`config.mk`:
```
export PLATFORM = sky130hd
export DESIGN_NAME = frequency_reference_selector
export DESIGN_NICKNAME = d
export VERILOG_FILES = /design/src/hdl/freq_ref_pkg.sv /design/src/hdl/frequency_reference_selector.sv /design/src/hdl/bias_ramp.sv
export SDC_FILE = /design/constraint.sdc
export NUM_CORES = 2
export LEC_CHECK = 0
export BUFFER_PORTS_ARGS = -buffer_cell sky130_fd_sc_hd__buf_2
export CAP_MARGIN = 20
export CORE_UTILIZATION = 55
export CTS_BUF_LIST = sky130_fd_sc_hd__clkbuf_8
export DETAILED_ROUTE_END_ITERATION = 7
export PLACE_DENSITY = 0.67
export SLEW_MARGIN = 20
export SYNTH_ARGS = -nofsm -noshare
export SYNTH_HDL_FRONTEND = slang
export SYNTH_SLANG_ARGS = --single-unit
```
`constraint.sdc`:
```
create_clock -name pclk -period 29.3 [get_ports pclk]
set_input_delay 5.86 -clock pclk [delete_from_list [all_inputs] [get_ports pclk]]
set_output_delay 5.86 -clock pclk [all_outputs]
set_load 0.02 [all_outputs]
```
`src/hdl/freq_ref_pkg.sv`:
```
package freq_ref_pkg;
  // data widths
  localparam int FW = 16;
  localparam int BW = FW + 1;
  localparam int PRESET_N = 12;
  // word index of each register in the low 64-byte page
  localparam logic [3:0] IDX_CTRL = 4'h0;
  localparam logic [3:0] IDX_STATUS = 4'h1;
  localparam logic [3:0] IDX_MAXF = 4'h2;
  localparam logic [3:0] IDX_CEIL = 4'h3;
  localparam logic [3:0] IDX_FLOOR = 4'h4;
  localparam logic [3:0] IDX_JOG = 4'h5;
  localparam logic [3:0] IDX_PT1 = 4'h6;
  localparam logic [3:0] IDX_WIDTH = 4'h9;
  localparam logic [3:0] IDX_BSTEP = 4'hA;
  localparam logic [3:0] IDX_ACC = 4'hB;
  localparam logic [3:0] IDX_DEC = 4'hC;
  localparam logic [3:0] IDX_ACC4 = 4'hD;
  localparam logic [3:0] IDX_DEC4 = 4'hE;
  localparam logic [3:0] IDX_OUT = 4'hF;
  // byte addresses beyond the low page
  localparam logic [7:0] ADDR_BIAS = 8'h40;
  localparam logic [1:0] PAGE_CFG = 2'h0;
  localparam logic [1:0] PAGE_PRESET = 2'h2;
  // control register fields
  localparam int CTRL_HOLD = 0;
  localparam int CTRL_RAMP = 1;
  localparam int CTRL_MODE = 2;
  // reset values
  localparam logic [15:0] RST_MAXF = 16'h1770;
  localparam logic [15:0] RST_CEIL = 16'h0064;
  localparam logic [15:0] RST_TIME = 16'h0064;
  localparam logic [31:0] PCT_FULL = 32'h0000_0064;
  // first step code that selects a stored preset (step input 3 alone)
  localparam logic [3:0] STEP_FIRST = 4'h4;
endpackage

```
`src/hdl/frequency_reference_selector.sv`:
```
// Behaviour
// - step input 3 with inputs 1/2 selects presets 5 to 8
// - step input 4 with inputs 1/2 selects presets 9 to 12
// - step inputs 3 and 4 with inputs 1/2 select presets 13 to 16
// - any jog input active selects the jog preset
// - reference never above ceiling percent of maximum output frequency
// - reference never below floor percent of maximum output frequency unless the floor lies above the ceiling
// - three programmable prohibited points keep the reference from settling there unless a ceiling or floor limit lies inside a band
// - one width setting gives the dead-band around every prohibited point
// - hold select 0 disables reference hold, 1 enables it
// - up/down 2 inputs add or remove one bias step
// - ramp select 0 uses current times, 1 uses time set four except while bias mode 1 decays the bias
// - bias mode 0 keeps the bias when up 2 equals down 2
// - bias mode 1 decays bias to zero when up 2 equals down 2
`timescale 1ns/1ps
`default_nettype none
module frequency_reference_selector
  import freq_ref_pkg::*;
(
  // apb clock and reset
  input wire logic pclk,
  input wire logic presetn,
  // apb slave
  input wire logic [7:0] paddr,
  input wire logic psel,
  input wire logic penable,
  input wire logic pwrite,
  input wire logic [31:0] pwdata,
  output logic [31:0] prdata,
  output logic pready,
  output logic pslverr,
  // digital input pins, asynchronous
  input wire logic [3:0] step_sel_in,
  input wire logic jog_ref_in,
  input wire logic jog_fwd_in,
  input wire logic jog_rev_in,
  input wire logic up2_in,
  input wire logic down2_in,
  input wire logic hold_in,
  // reference from upstream logic when no preset is chosen
  input wire logic [15:0] base_ref,
  // reference to the speed ramp
  output logic [15:0] freq_ref
);
  logic [15:0] cfg_q [16];
  logic [15:0] preset_q [PRESET_N];
  logic [9:0] meta_q, sync_q;
  logic [3:0] step_s;
  logic jog_s, up2_s, down2_s, hold_s, up2_prev_q, down2_prev_q;
  logic [31:0] prdata_q;
  logic err_q;
  logic [15:0] freq_q;
  logic signed [BW-1:0] bias_target_q, bias_val;
  logic [15:0] sel_ref, biased, jumped, ceil_lim, floor_lim, limited, ramp_period;
  logic signed [BW+1:0] bias_sum;
  logic hold_act, eq_ud, decay, wr_en, setup;

  // address classes: config page, bias readback, preset page
  function automatic logic hit_cfg(input logic [7:0] a);
    hit_cfg = (a[7:6] == PAGE_CFG);
  endfunction

  function automatic logic hit_preset(input logic [7:0] a);
    hit_preset = (a[7:6] == PAGE_PRESET) && (a[5:2] < 4'(PRESET_N));
  endfunction

  // percentage of the maximum output frequency, saturated to 16 bits
  function automatic logic [15:0] pct_of(input logic [15:0] maxf, input logic [15:0] pct);
    logic [31:0] q;
    q = (32'(maxf) * 32'(pct)) / PCT_FULL;
    pct_of = (q > 32'h0000_FFFF) ? 16'hFFFF : q[15:0];
  endfunction

  // move a frequency out of one dead-band to the closer edge
  function automatic logic [15:0] skip_band(input logic [15:0] f, input logic [15:0] pt,
                                            input logic [15:0] width);
    logic [16:0] lo, hi, half;
    half = 17'(width >> 1);
    lo = (17'(pt) > half) ? 17'(pt) - half : 17'h0_0000;
    hi = 17'(pt) + half;
    if (hi > 17'h0_FFFF) begin
      hi = 17'h0_FFFF;
    end
    skip_band = f;
    // a zero point is switched off
    if (pt != 16'h0000 && 17'(f) > lo && 17'(f) < hi) begin
      skip_band = (17'(f) - lo <= hi - 17'(f)) ? lo[15:0] : hi[15:0];
    end
  endfunction

  // two-flop synchronisers for every pin
  always_ff @(posedge pclk or negedge presetn) begin
    if (!presetn) begin
      meta_q <= 10'h000;
      sync_q <= 10'h000;
    end else begin
      meta_q <= {hold_in, down2_in, up2_in, jog_rev_in, jog_fwd_in, jog_ref_in, step_sel_in};
      sync_q <= meta_q;
    end
  end

  assign step_s = sync_q[3:0];
  assign jog_s = |sync_q[6:4];
  assign up2_s = sync_q[7];
  assign down2_s = sync_q[8];
  assign hold_s = sync_q[9];

  // apb: zero wait states, read data captured in the setup cycle
  assign setup = psel && !penable;
  assign wr_en = psel && penable && pwrite;
  assign pready = 1'b1;
  assign prdata = prdata_q;
  assign pslverr = err_q && psel && penable;

  always_ff @(posedge pclk or negedge presetn) begin
    if (!presetn) begin
      prdata_q <= 32'h0000_0000;
      err_q <= 1'b0;
    end else if (setup) begin
      err_q <= !(hit_cfg(paddr) || hit_preset(paddr) || paddr == ADDR_BIAS);
      if (hit_preset(paddr)) begin
        prdata_q <= {16'h0000, preset_q[paddr[5:2]]};
      end else if (paddr == ADDR_BIAS) begin
        prdata_q <= 32'($signed(bias_val));
      end else if (hit_cfg(paddr) && paddr[5:2] == IDX_STATUS) begin
        prdata_q <= {20'h0_0000, bias_target_q != bias_val, hold_act, sync_q[9:0]};
      end else if (hit_cfg(paddr) && paddr[5:2] == IDX_OUT) begin
        prdata_q <= {16'h0000, freq_q};
      end else if (hit_cfg(paddr)) begin
        prdata_q <= {16'h0000, cfg_q[paddr[5:2]]};
      end else begin
        prdata_q <= 32'h0000_0000;
      end
    end
  end

  // configuration words; status and output slots are read-only
  always_ff @(posedge pclk or negedge presetn) begin
    if (!presetn) begin
      for (int i = 0; i < 16; i++) begin
        cfg_q[i] <= 16'h0000;
      end
      cfg_q[IDX_MAXF] <= RST_MAXF;
      cfg_q[IDX_CEIL] <= RST_CEIL;
      for (int i = 0; i < 4; i++) begin
        cfg_q[IDX_ACC + 4'(i)] <= RST_TIME;
      end
    end else if (wr_en && hit_cfg(paddr) && paddr[5:2] != IDX_STATUS
                 && paddr[5:2] != IDX_OUT) begin
      cfg_q[paddr[5:2]] <= pwdata[15:0];
    end
  end

  // preset table, step codes 4 to 15 map onto presets 5 to 16
  always_ff @(posedge pclk or negedge presetn) begin
    if (!presetn) begin
      for (int i = 0; i < PRESET_N; i++) begin
        preset_q[i] <= 16'h0000;
      end
    end else if (wr_en && hit_preset(paddr)) begin
      preset_q[paddr[5:2]] <= pwdata[15:0];
    end
  end

  // source selection: jog first, then step presets, else upstream
  always_comb begin
    if (jog_s) begin
      sel_ref = cfg_q[IDX_JOG];
    end else if (step_s >= STEP_FIRST) begin
      sel_ref = preset_q[step_s - STEP_FIRST];
    end else begin
      sel_ref = base_ref;
    end
  end

  // bias: edge of up 2 or down 2 alone moves the target one step
  assign eq_ud = (up2_s == down2_s);
  assign decay = cfg_q[IDX_CTRL][CTRL_MODE] && eq_ud;

  always_ff @(posedge pclk or negedge presetn) begin
    if (!presetn) begin
      up2_prev_q <= 1'b0;
      down2_prev_q <= 1'b0;
    end else begin
      up2_prev_q <= up2_s;
      down2_prev_q <= down2_s;
    end
  end

  always_ff @(posedge pclk or negedge presetn) begin
    if (!presetn) begin
      bias_target_q <= '0;
    end else if (decay) begin
      bias_target_q <= '0;
    end else if (up2_s && !down2_s && !up2_prev_q) begin
      bias_target_q <= bias_target_q + $signed(BW'(cfg_q[IDX_BSTEP]));
    end else if (down2_s && !up2_s && !down2_prev_q) begin
      bias_target_q <= bias_target_q - $signed(BW'(cfg_q[IDX_BSTEP]));
    end else begin
      // mode 0 with equal inputs, or a level held on, keeps the target
      bias_target_q <= bias_target_q;
    end
  end

  // rising bias uses the accel time, falling bias the decel time
  always_comb begin
    if (!decay && cfg_q[IDX_CTRL][CTRL_RAMP]) begin
      ramp_period = (bias_target_q > bias_val) ? cfg_q[IDX_ACC4] : cfg_q[IDX_DEC4];
    end else begin
      ramp_period = (bias_target_q > bias_val) ? cfg_q[IDX_ACC] : cfg_q[IDX_DEC];
    end
  end

  bias_ramp #(
    .W(BW)
  ) u_ramp (
    .pclk(pclk),
    .presetn(presetn),
    .period(ramp_period),
    .target(bias_target_q),
    .value_q(bias_val)
  );

  // add applied bias, saturating into the unsigned range
  assign bias_sum = $signed({3'b000, sel_ref}) + (BW+2)'(bias_val);
  always_comb begin
    if (bias_sum < 0) begin
      biased = 16'h0000;
    end else if (bias_sum > $signed((BW+2)'(17'h0_FFFF))) begin
      biased = 16'hFFFF;
    end else begin
      biased = bias_sum[15:0];
    end
  end

  // jump bands are applied before the limits so the limits always win
  always_comb begin
    jumped = biased;
    for (int k = 0; k < 3; k++) begin
      jumped = skip_band(jumped, cfg_q[IDX_PT1 + 4'(k)], cfg_q[IDX_WIDTH]);
    end
  end

  assign ceil_lim = pct_of(cfg_q[IDX_MAXF], cfg_q[IDX_CEIL]);
  assign floor_lim = pct_of(cfg_q[IDX_MAXF], cfg_q[IDX_FLOOR]);

  // ceiling checked first, and a floor set above it gives way to the ceiling so it cannot push past it
  always_comb begin
    if (jumped > ceil_lim) begin
      limited = ceil_lim;
    end else if (jumped < floor_lim) begin
      limited = (floor_lim > ceil_lim) ? ceil_lim : floor_lim;
    end else begin
      limited = jumped;
    end
  end

  // hold only acts when enabled in the control word
  assign hold_act = cfg_q[IDX_CTRL][CTRL_HOLD] && hold_s;

  always_ff @(posedge pclk or negedge presetn) begin
    if (!presetn) begin
      freq_q <= 16'h0000;
    end else if (!hold_act) begin
      freq_q <= limited;
    end
  end

  assign freq_ref = freq_q;
endmodule
`default_nettype wire

```
`src/hdl/bias_ramp.sv`:
```
`timescale 1ns/1ps
`default_nettype none
module bias_ramp
  import freq_ref_pkg::*;
#(
  parameter int W = BW
) (
  // clock and reset
  input wire logic pclk,
  input wire logic presetn,
  // ramp control: cycles per unit step, and the value to approach
  input wire logic [15:0] period,
  input wire logic signed [W-1:0] target,
  // applied value
  output logic signed [W-1:0] value_q
);
  logic [15:0] cnt_q;
  logic tick;

  // a period of zero is treated as one cycle per unit
  assign tick = (cnt_q + 16'h0001 >= period);

  // rate divider, idle while the value sits on its target
  always_ff @(posedge pclk or negedge presetn) begin
    if (!presetn) begin
      cnt_q <= 16'h0000;
    end else if (value_q == target || tick) begin
      cnt_q <= 16'h0000;
    end else begin
      cnt_q <= cnt_q + 16'h0001;
    end
  end

  // one unit per enable pulse toward the target
  always_ff @(posedge pclk or negedge presetn) begin
    if (!presetn) begin
      value_q <= '0;
    end else if (tick && value_q < target) begin
      value_q <= value_q + W'(1);
    end else if (tick && value_q > target) begin
      value_q <= value_q - W'(1);
    end
  end
endmodule
`default_nettype wire

```
# Yosys cells after proc, flatten, opt, wreduce, memory -nomap -nowiden
# Cells that the tools add are included.
# W data, S select, Z words.
[word_totals] register_bits=569 in_bits=71 out_inout_bits=50 word_cells=196
[classes] add_sub_neg=19 n_mul=2 div_mod_pow=2 order_cmp=31 eq_ne=9 mux=48 bitwise=2 reduce_logical=45
[op_table] operator="$mux W16" count=29
[op_table] operator="$bwmux W256" count=1
[op_table] operator="$bmux W16 S4" count=3
[op_table] operator="$bwmux W192" count=1
[op_table] operator="$mux W17" count=11
[op_table] operator="$demux W16 S4" count=1
[op_table] operator="$div A32 B7 Y32 const B" count=2
[op_table] operator="$gt A32 B16 Y1 const B" count=2
[op_table] operator="$mul A16 B16 Y32" count=2
[op_table] operator="$mux W32" count=2
[op_table] operator="$add A16 B15 Y17" count=3
[op_table] operator="$gt A16 B17 Y1" count=3
[op_table] operator="$gt A17 B16 Y1 const B" count=3
[op_table] operator="$le A17 B17 Y1" count=3
[op_table] operator="$lt A16 B17 Y1" count=3
[op_table] operator="$sub A16 B15 Y17" count=3
[op_table] operator="$sub A16 B17 Y17" count=3
[op_table] operator="$sub A17 B16 Y17" count=3
[op_table] operator="$gt A16 B15 Y1" count=3
[op_table] operator="$reduce_bool A16 Y1" count=3
[op_table] operator="$gt A17 B17 Y1" count=2
[op_table] operator="$gt A16 B16 Y1" count=2
[op_table] operator="$logic_and A1 B1 Y1" count=28
[op_table] operator="$add A17 B17 Y18" count=1
[op_table] operator="other kinds (31)" count=41

# Depth between registers and ports, before layout
[logic_depth] ltp_word=26 ltp_mapped=133 depth_no_buf=126

# Hierarchy
# Synthesis repeated with hierarchy kept, for this count alone.
[hier_totals] cells_unflattened=8045 hier_area_um2=73072.6
[by_module_without_submodules] mod="frequency_reference_selector" instances=1 cells_each=7732 area_per_inst_um2=70104.7 seq_area_each_um2=13065.0
[by_module_without_submodules] mod="bias_ramp" instances=1 cells_each=313 area_per_inst_um2=2967.8 seq_area_each_um2=825.8

# Least setup slack after synthesis
# Ideal clock, no wire load.
[synth_timing] path_kind="input to register" startpoint="in base_ref[0]" endpoint="reg freq_q[11] (netlist: freq_ref[11])" setup_time_ns=0.138 arrival_time_ns=24.701 t_required_ns=29.162 setup_slack_ns=4.461 cell_stages=113 n_path_buf=5 path_cell_list="a21oi_1 o21ai_0 ha_1 fa_1 a21o_1 a21oi_1 o21bai_1 a21oi_1 o21bai_1 a21oi_1 o21bai_1 a21oi_1 o21bai_1 a21oi_1 o21bai_1 a21oi_1 inv_1 a21oi_1 (+77 left out) clkbuf_1 o21ai_0 mux2i_1 ha_1 a21o_1 a21oi_1 nor2b_1 o21ai_0 nand2b_1 a21oi_1 nor2b_1 o21ai_0 nand2_1 a22o_2 and2_1 a31oi_4 buf_6 o221ai_2"
[synth_between] elab_chain_len=21 elab_cells_between_ends=38 classes_between="7 x add/sub; 13 x order compare; 12 x mux; 6 x reduce/logical"
[synth_lines] item="from (decl)" line="frequency_reference_selector.sv:41" text="input wire logic [15:0] base_ref,"
[synth_lines] item="$mux W16 (*)" line="frequency_reference_selector.sv:169" text="end else if (step_s >= STEP_FIRST) begin"
[synth_lines] item="$mux W16 (*)" line="frequency_reference_selector.sv:167" text="if (jog_s) begin"
[synth_lines] item="$add A17 B17 Y18 (*)" line="frequency_reference_selector.sv:225" text="assign bias_sum = $signed({3'b000, sel_ref}) + (BW+2)'(bias_val);"
[synth_lines] item="$gt A18 B17 Y1" line="frequency_reference_selector.sv:229" text="end else if (bias_sum > $signed((BW+2)'(17'h0_FFFF))) begin"
[synth_lines] item="$mux W16" line="frequency_reference_selector.sv:229"
[synth_lines] item="$mux W16 (*)" line="frequency_reference_selector.sv:227" text="if (bias_sum < 0) begin"
[synth_lines] item="$sub A16 B17 Y17 (tied with other cells)" line="frequency_reference_selector.sv:87" text="skip_band = (17'(f) - lo <= hi - 17'(f)) ? lo[15:0] : hi[15:0];"
[synth_lines] item="$le A17 B17 Y1 or $logic_and A1 B1 Y1 (tied branches)" line="frequency_reference_selector.sv:87, frequency_reference_selector.sv:86"
[synth_lines] item="(+5 left out)"
[synth_lines] item="$mux W16 (*)" line="frequency_reference_selector.sv:86" text="if (pt != 16'h0000 && 17'(f) > lo && 17'(f) < hi) begin"
[synth_lines] item="$sub A16 B17 Y17 (tied with other cells)" line="frequency_reference_selector.sv:87"
[synth_lines] item="$le A17 B17 Y1 or $logic_and A1 B1 Y1 (tied branches)" line="frequency_reference_selector.sv:87, frequency_reference_selector.sv:86"
[synth_lines] item="$mux W16 or $logic_and A1 B1 Y1 (tied branches)" line="frequency_reference_selector.sv:87, frequency_reference_selector.sv:86"
[synth_lines] item="$mux W16 (*)" line="frequency_reference_selector.sv:86"
[synth_lines] item="$lt A16 B16 Y1" line="frequency_reference_selector.sv:251" text="end else if (jumped < floor_lim) begin"
[synth_lines] item="$mux W16" line="frequency_reference_selector.sv:251"
[synth_lines] item="$mux W16 (*)" line="frequency_reference_selector.sv:249" text="if (jumped > ceil_lim) begin"
[synth_lines] item="to (signal assigned)" line="frequency_reference_selector.sv:265" text="freq_q <= limited;"
[synth_lines] item="to (decl)" line="frequency_reference_selector.sv:52" text="logic [15:0] freq_q;"
# Every way passes the cells marked *; elsewhere a longest branch is shown, timed or not.
# A chain may end at the register's enable or synchronous reset.

# Worst setup path in the final report
[layout_timing] startpoint="reg cfg_q[220] (netlist bit)" endpoint="reg freq_q[12] (netlist: freq_ref[12])"
[layout_between] elab_chain_len=8 elab_cells_between_ends=14 classes_between="2 x mul; 2 x div; 5 x order compare; 5 x mux"
[layout_lines] item="from (decl)" line="frequency_reference_selector.sv:45" text="logic [15:0] cfg_q [16];"
[layout_lines] item="from (signal, indexed assignment)" line="frequency_reference_selector.sv:150" text="cfg_q[paddr[5:2]] <= pwdata[15:0];"
[layout_lines] item="$mul A16 B16 Y32" line="frequency_reference_selector.sv:70" text="q = (32'(maxf) * 32'(pct)) / PCT_FULL;"
[layout_lines] item="$div A32 B7 Y32" line="frequency_reference_selector.sv:70"
[layout_lines] item="$gt A32 B16 Y1" line="frequency_reference_selector.sv:71" text="pct_of = (q > 32'h0000_FFFF) ? 16'hFFFF : q[15:0];"
[layout_lines] item="$mux W16" line="frequency_reference_selector.sv:71"
[layout_lines] item="$gt A16 B16 Y1" line="frequency_reference_selector.sv:252" text="limited = (floor_lim > ceil_lim) ? ceil_lim : floor_lim;"
[layout_lines] item="$mux W16" line="frequency_reference_selector.sv:252"
[layout_lines] item="$mux W16" line="frequency_reference_selector.sv:251"
[layout_lines] item="$mux W16 (*)" line="frequency_reference_selector.sv:249"
# Marked as above.

==> results.md <==
* # rows at 133
* FF-to-FF End: freq_ref[12]
* Die area at 0.135 mm2
* Buf/Inv on CP at 9
* # DRC at 6
* Crit end category: flip-flop
* Fmax at 36.3 MHz
* DR iter-0 viols at 5909
* Via count at 62100
* CTS Buf Count at 90
* Worst-Margin Slew at 1.08 ns
* Flops & latches, synth at 554
* Final Setup Violations at 0
* Final net count at 8923
* Min-delay worst type: reg2reg
* Reg clk slew, reported paths at 0.06 ns
* Layout cells sized above 1 at 17.6%
* Detailed Place HPWL at 166 mm
* Fin. Hold Viols at 0
* CTS tree: built
* Total gr overflow at 0
* Worst Hold Path EP: sync_q[5]
* Largest net degree at the start of global routing at 123
* Commonest non-fill, non-tap cell in the layout: nand2_1
* Boundary Pins at 121
* First-pass GRT wire length at 343 mm
* Syn_nets at 9104
* Post-synth EDFFs at 0
* Port bufs at 103
* Final min period at 27.56 ns
* RSZ-0062 raised after global routing: no
* Worst clock skew at 0.0589 ns
* Root buf cell: clkbuf_8
* Async set or reset register ratio after synthesis at 100%
* Yosys warning count at 0
* Initial DRT Pass Iterations at 8
* CP Max Fanout at 20
* Top FF cell, synth: dfrtp_1
* Met3 Use GR at 5.96%
* Mean Syn Cell Area at 9.09 um2
* Worst Reg-to-Reg Cells at 92
* Clk sinks at 554
* Met1 Track Usage GR at 44.1%
* Die W at 367 um
* Vias in the first global route at 59800
* Die H at 367 um
* WHS Path Cells at 0
* Critical path class: reg2reg
* Setup TNS at 0 ns
* Worst relative slew slack at 27.4%
* Met2 usage at 50.4%
* Max Cap Viol at 0
* GRT Max-Usage Layer: met2
* CP required at 29.94 ns
* Crit-path slowest cell: dfstp_2
* Final Slew Violations at 0
* Status: complete, but fails checks
* Most frequent cells in the layout: 771 x nand2_1, 726 x inv_1, 573 x ha_1, 529 x dfrtp_1, 447 x nor2_1
* Initial antenna violation count at 6
* Top Family by Delay on Critical Path: compound AO/OA/AOI/OAI gates
* Clk_lat worst skew at 0.73 ns
* GRT Util Overall at 32.2%
* Synth-to-layout area growth at 4.23%
* H-tree depth at 3
* CP startpoint kind: flip-flop
* Period Utilization, post-route at 94.1%
* Synth Instances at 8057
* Wire per inst at 22.7 um
* Failing checks: DRC
* Seq/Total Area, Yosys at 19.0%
* Netlist cell types at 191
* Starting Density at 55.5%
* Vias per cell at 6.40
* Worst Hold Launch: meta_q[5]
* CORE AREA at 0.132 mm2
* Drt total wl at 220 mm
* Final ANT Viol Nets at 0
* Critical path arrival at 28.20 ns
* Slowest cell delay on critical path at 0.76 ns
* R2R Path Start: cfg_q[220]
* GP Congestion at 0.981
* FF-to-FF setup slack at 1.74 ns
* Cell Area, Synth at 0.0732 mm2
* Clk buf depth at 3
metal layers:
layer / vias to the layer above / wire length, um / part of all wire [%]
li1: 28300 / - / -
met1: 30700 / 93200 / 42
met2: 2607 / 99000 / 45
met3: 407 / 19200 / 8.7
met4: 8 / 9020 / 4.1
met5: - / 69 / 0.031
sequential cells by signal, summed over array words and instances, names as in the netlist:
| name | count |
|---|---|
| preset_q | 192 |
| sync_q | 10 |
| u_ramp.cnt_q | 16 |
| cfg_q | 256 |
| freq_ref | 16 |
| meta_q | 10 |
| up2_prev_q | 1 |
| prdata | 17 |
| down2_prev_q | 1 |
| bias_target_q | 17 |
| err_q | 1 |
| u_ramp.value_q | 17 |
worst register-to-register path, delay by kind of cell, from the launching register on:
family	cells	cell delay (ns)
AO/OA/AOI/OAI	44	13.28
AND/OR/NAND/NOR	22	5.53
adder cells (fa/ha/maj)	10	4.55
buffers and inverters	9	1.15
multiplexers	3	1.10
XOR/XNOR	4	1.09
flip-flops	1	0.76
through the flow:
stage	instances	area (um2)	hold WS, ns	worst slack, ns	utilization (%)
after floorplan	8057	73200	0.331	4.46	-
after global placement	9536	74300	0.334	1.16	56.4
after detailed placement	9536	74300	0.336	0.858	56.4
after CTS	9697	76100	0.350	1.11	57.8
after global routing	9702	76300	0.357	0.0523	57.9
final	9703	76300	0.349	1.74	57.9
kinds of logic after synthesis:
group,Yosys count,share of synthesized area [%]
other,1,0.00512
XOR/XNOR,378,4.65
AND/OR/NAND/NOR,2332,16.0
multiplexers,691,13.3
AO/OA/AOI/OAI,1931,19.1
flip-flops,554,19.0
buffers and inverters,1179,7.02
adder cells (fa/ha/maj),991,21.0
final cells by class:
| class | instances | area [um2] |
|---|---|---|
| clock inverters | 52 | 325 |
| well taps | 1755 | 2200 |
| inverters | 694 | 2620 |
| flip-flops and latches | 554 | 13900 |
| repair buffers | 211 | 1360 |
| diodes | 3 | 7.51 |
| clock buffers | 109 | 1500 |
| multi-input cells | 6325 | 54400 |
| fillers | 11900 | 55500 |
how the worst max path moves through the flow:
| stage | slack, ns | startpoint | end | depth (start not counted) |
|---|---|---|---|---|
| floorplan | 4.46 | base_ref[0] | freq_ref[11] | 113 |
| global placement | 1.16 | base_ref[1] | freq_ref[15] | 111 |
| detailed placement | 0.86 | base_ref[1] | freq_ref[15] | 111 |
| CTS | 1.11 | cfg_q[218] | freq_ref[15] | 88 |
| global route | 0.05 | base_ref[1] | freq_ref[15] | 110 |
| finish | 1.74 | cfg_q[220] | freq_ref[12] | 92 |
timing repair:
| action | 4_1_cts | 5_1_grt |
|---|---|---|
| endpoints found under the hold margin | 0 | 0 |
| hold buffers | 0 | 0 |
| buffers inserted | 0 | 0 |
| endpoints found under the setup margin | 0 | 16 |
| gates resized for setup | 0 | 16 |
cell usage after synthesis, drive strengths merged (57+ instances only):
master	number	share of area, %
a211oi	65	0.80
a21o	232	2.4
a21oi	417	3.0
a31oi	74	0.72
and2	332	2.9
and3	57	0.51
buf	124	1.2
clkbuf	355	2.2
dfrtp	532	18
fa	403	11
ha	573	9.8
inv	692	3.5
mux2	434	6.7
mux2i	81	1.2
mux4	176	5.4
nand2	777	4.0
nand2b	78	0.69
nand3	140	0.96
nand4	83	0.72
nor2	466	2.5
nor2b	58	0.51
nor3	108	0.82
nor4	66	0.68
o211ai	66	0.75
o21ai	449	3.2
xnor2	227	2.8
xor2	149	1.8
Power is not shown: default switching activity piles up to over one toggle a cycle in this logic, so the estimate is an artifact.
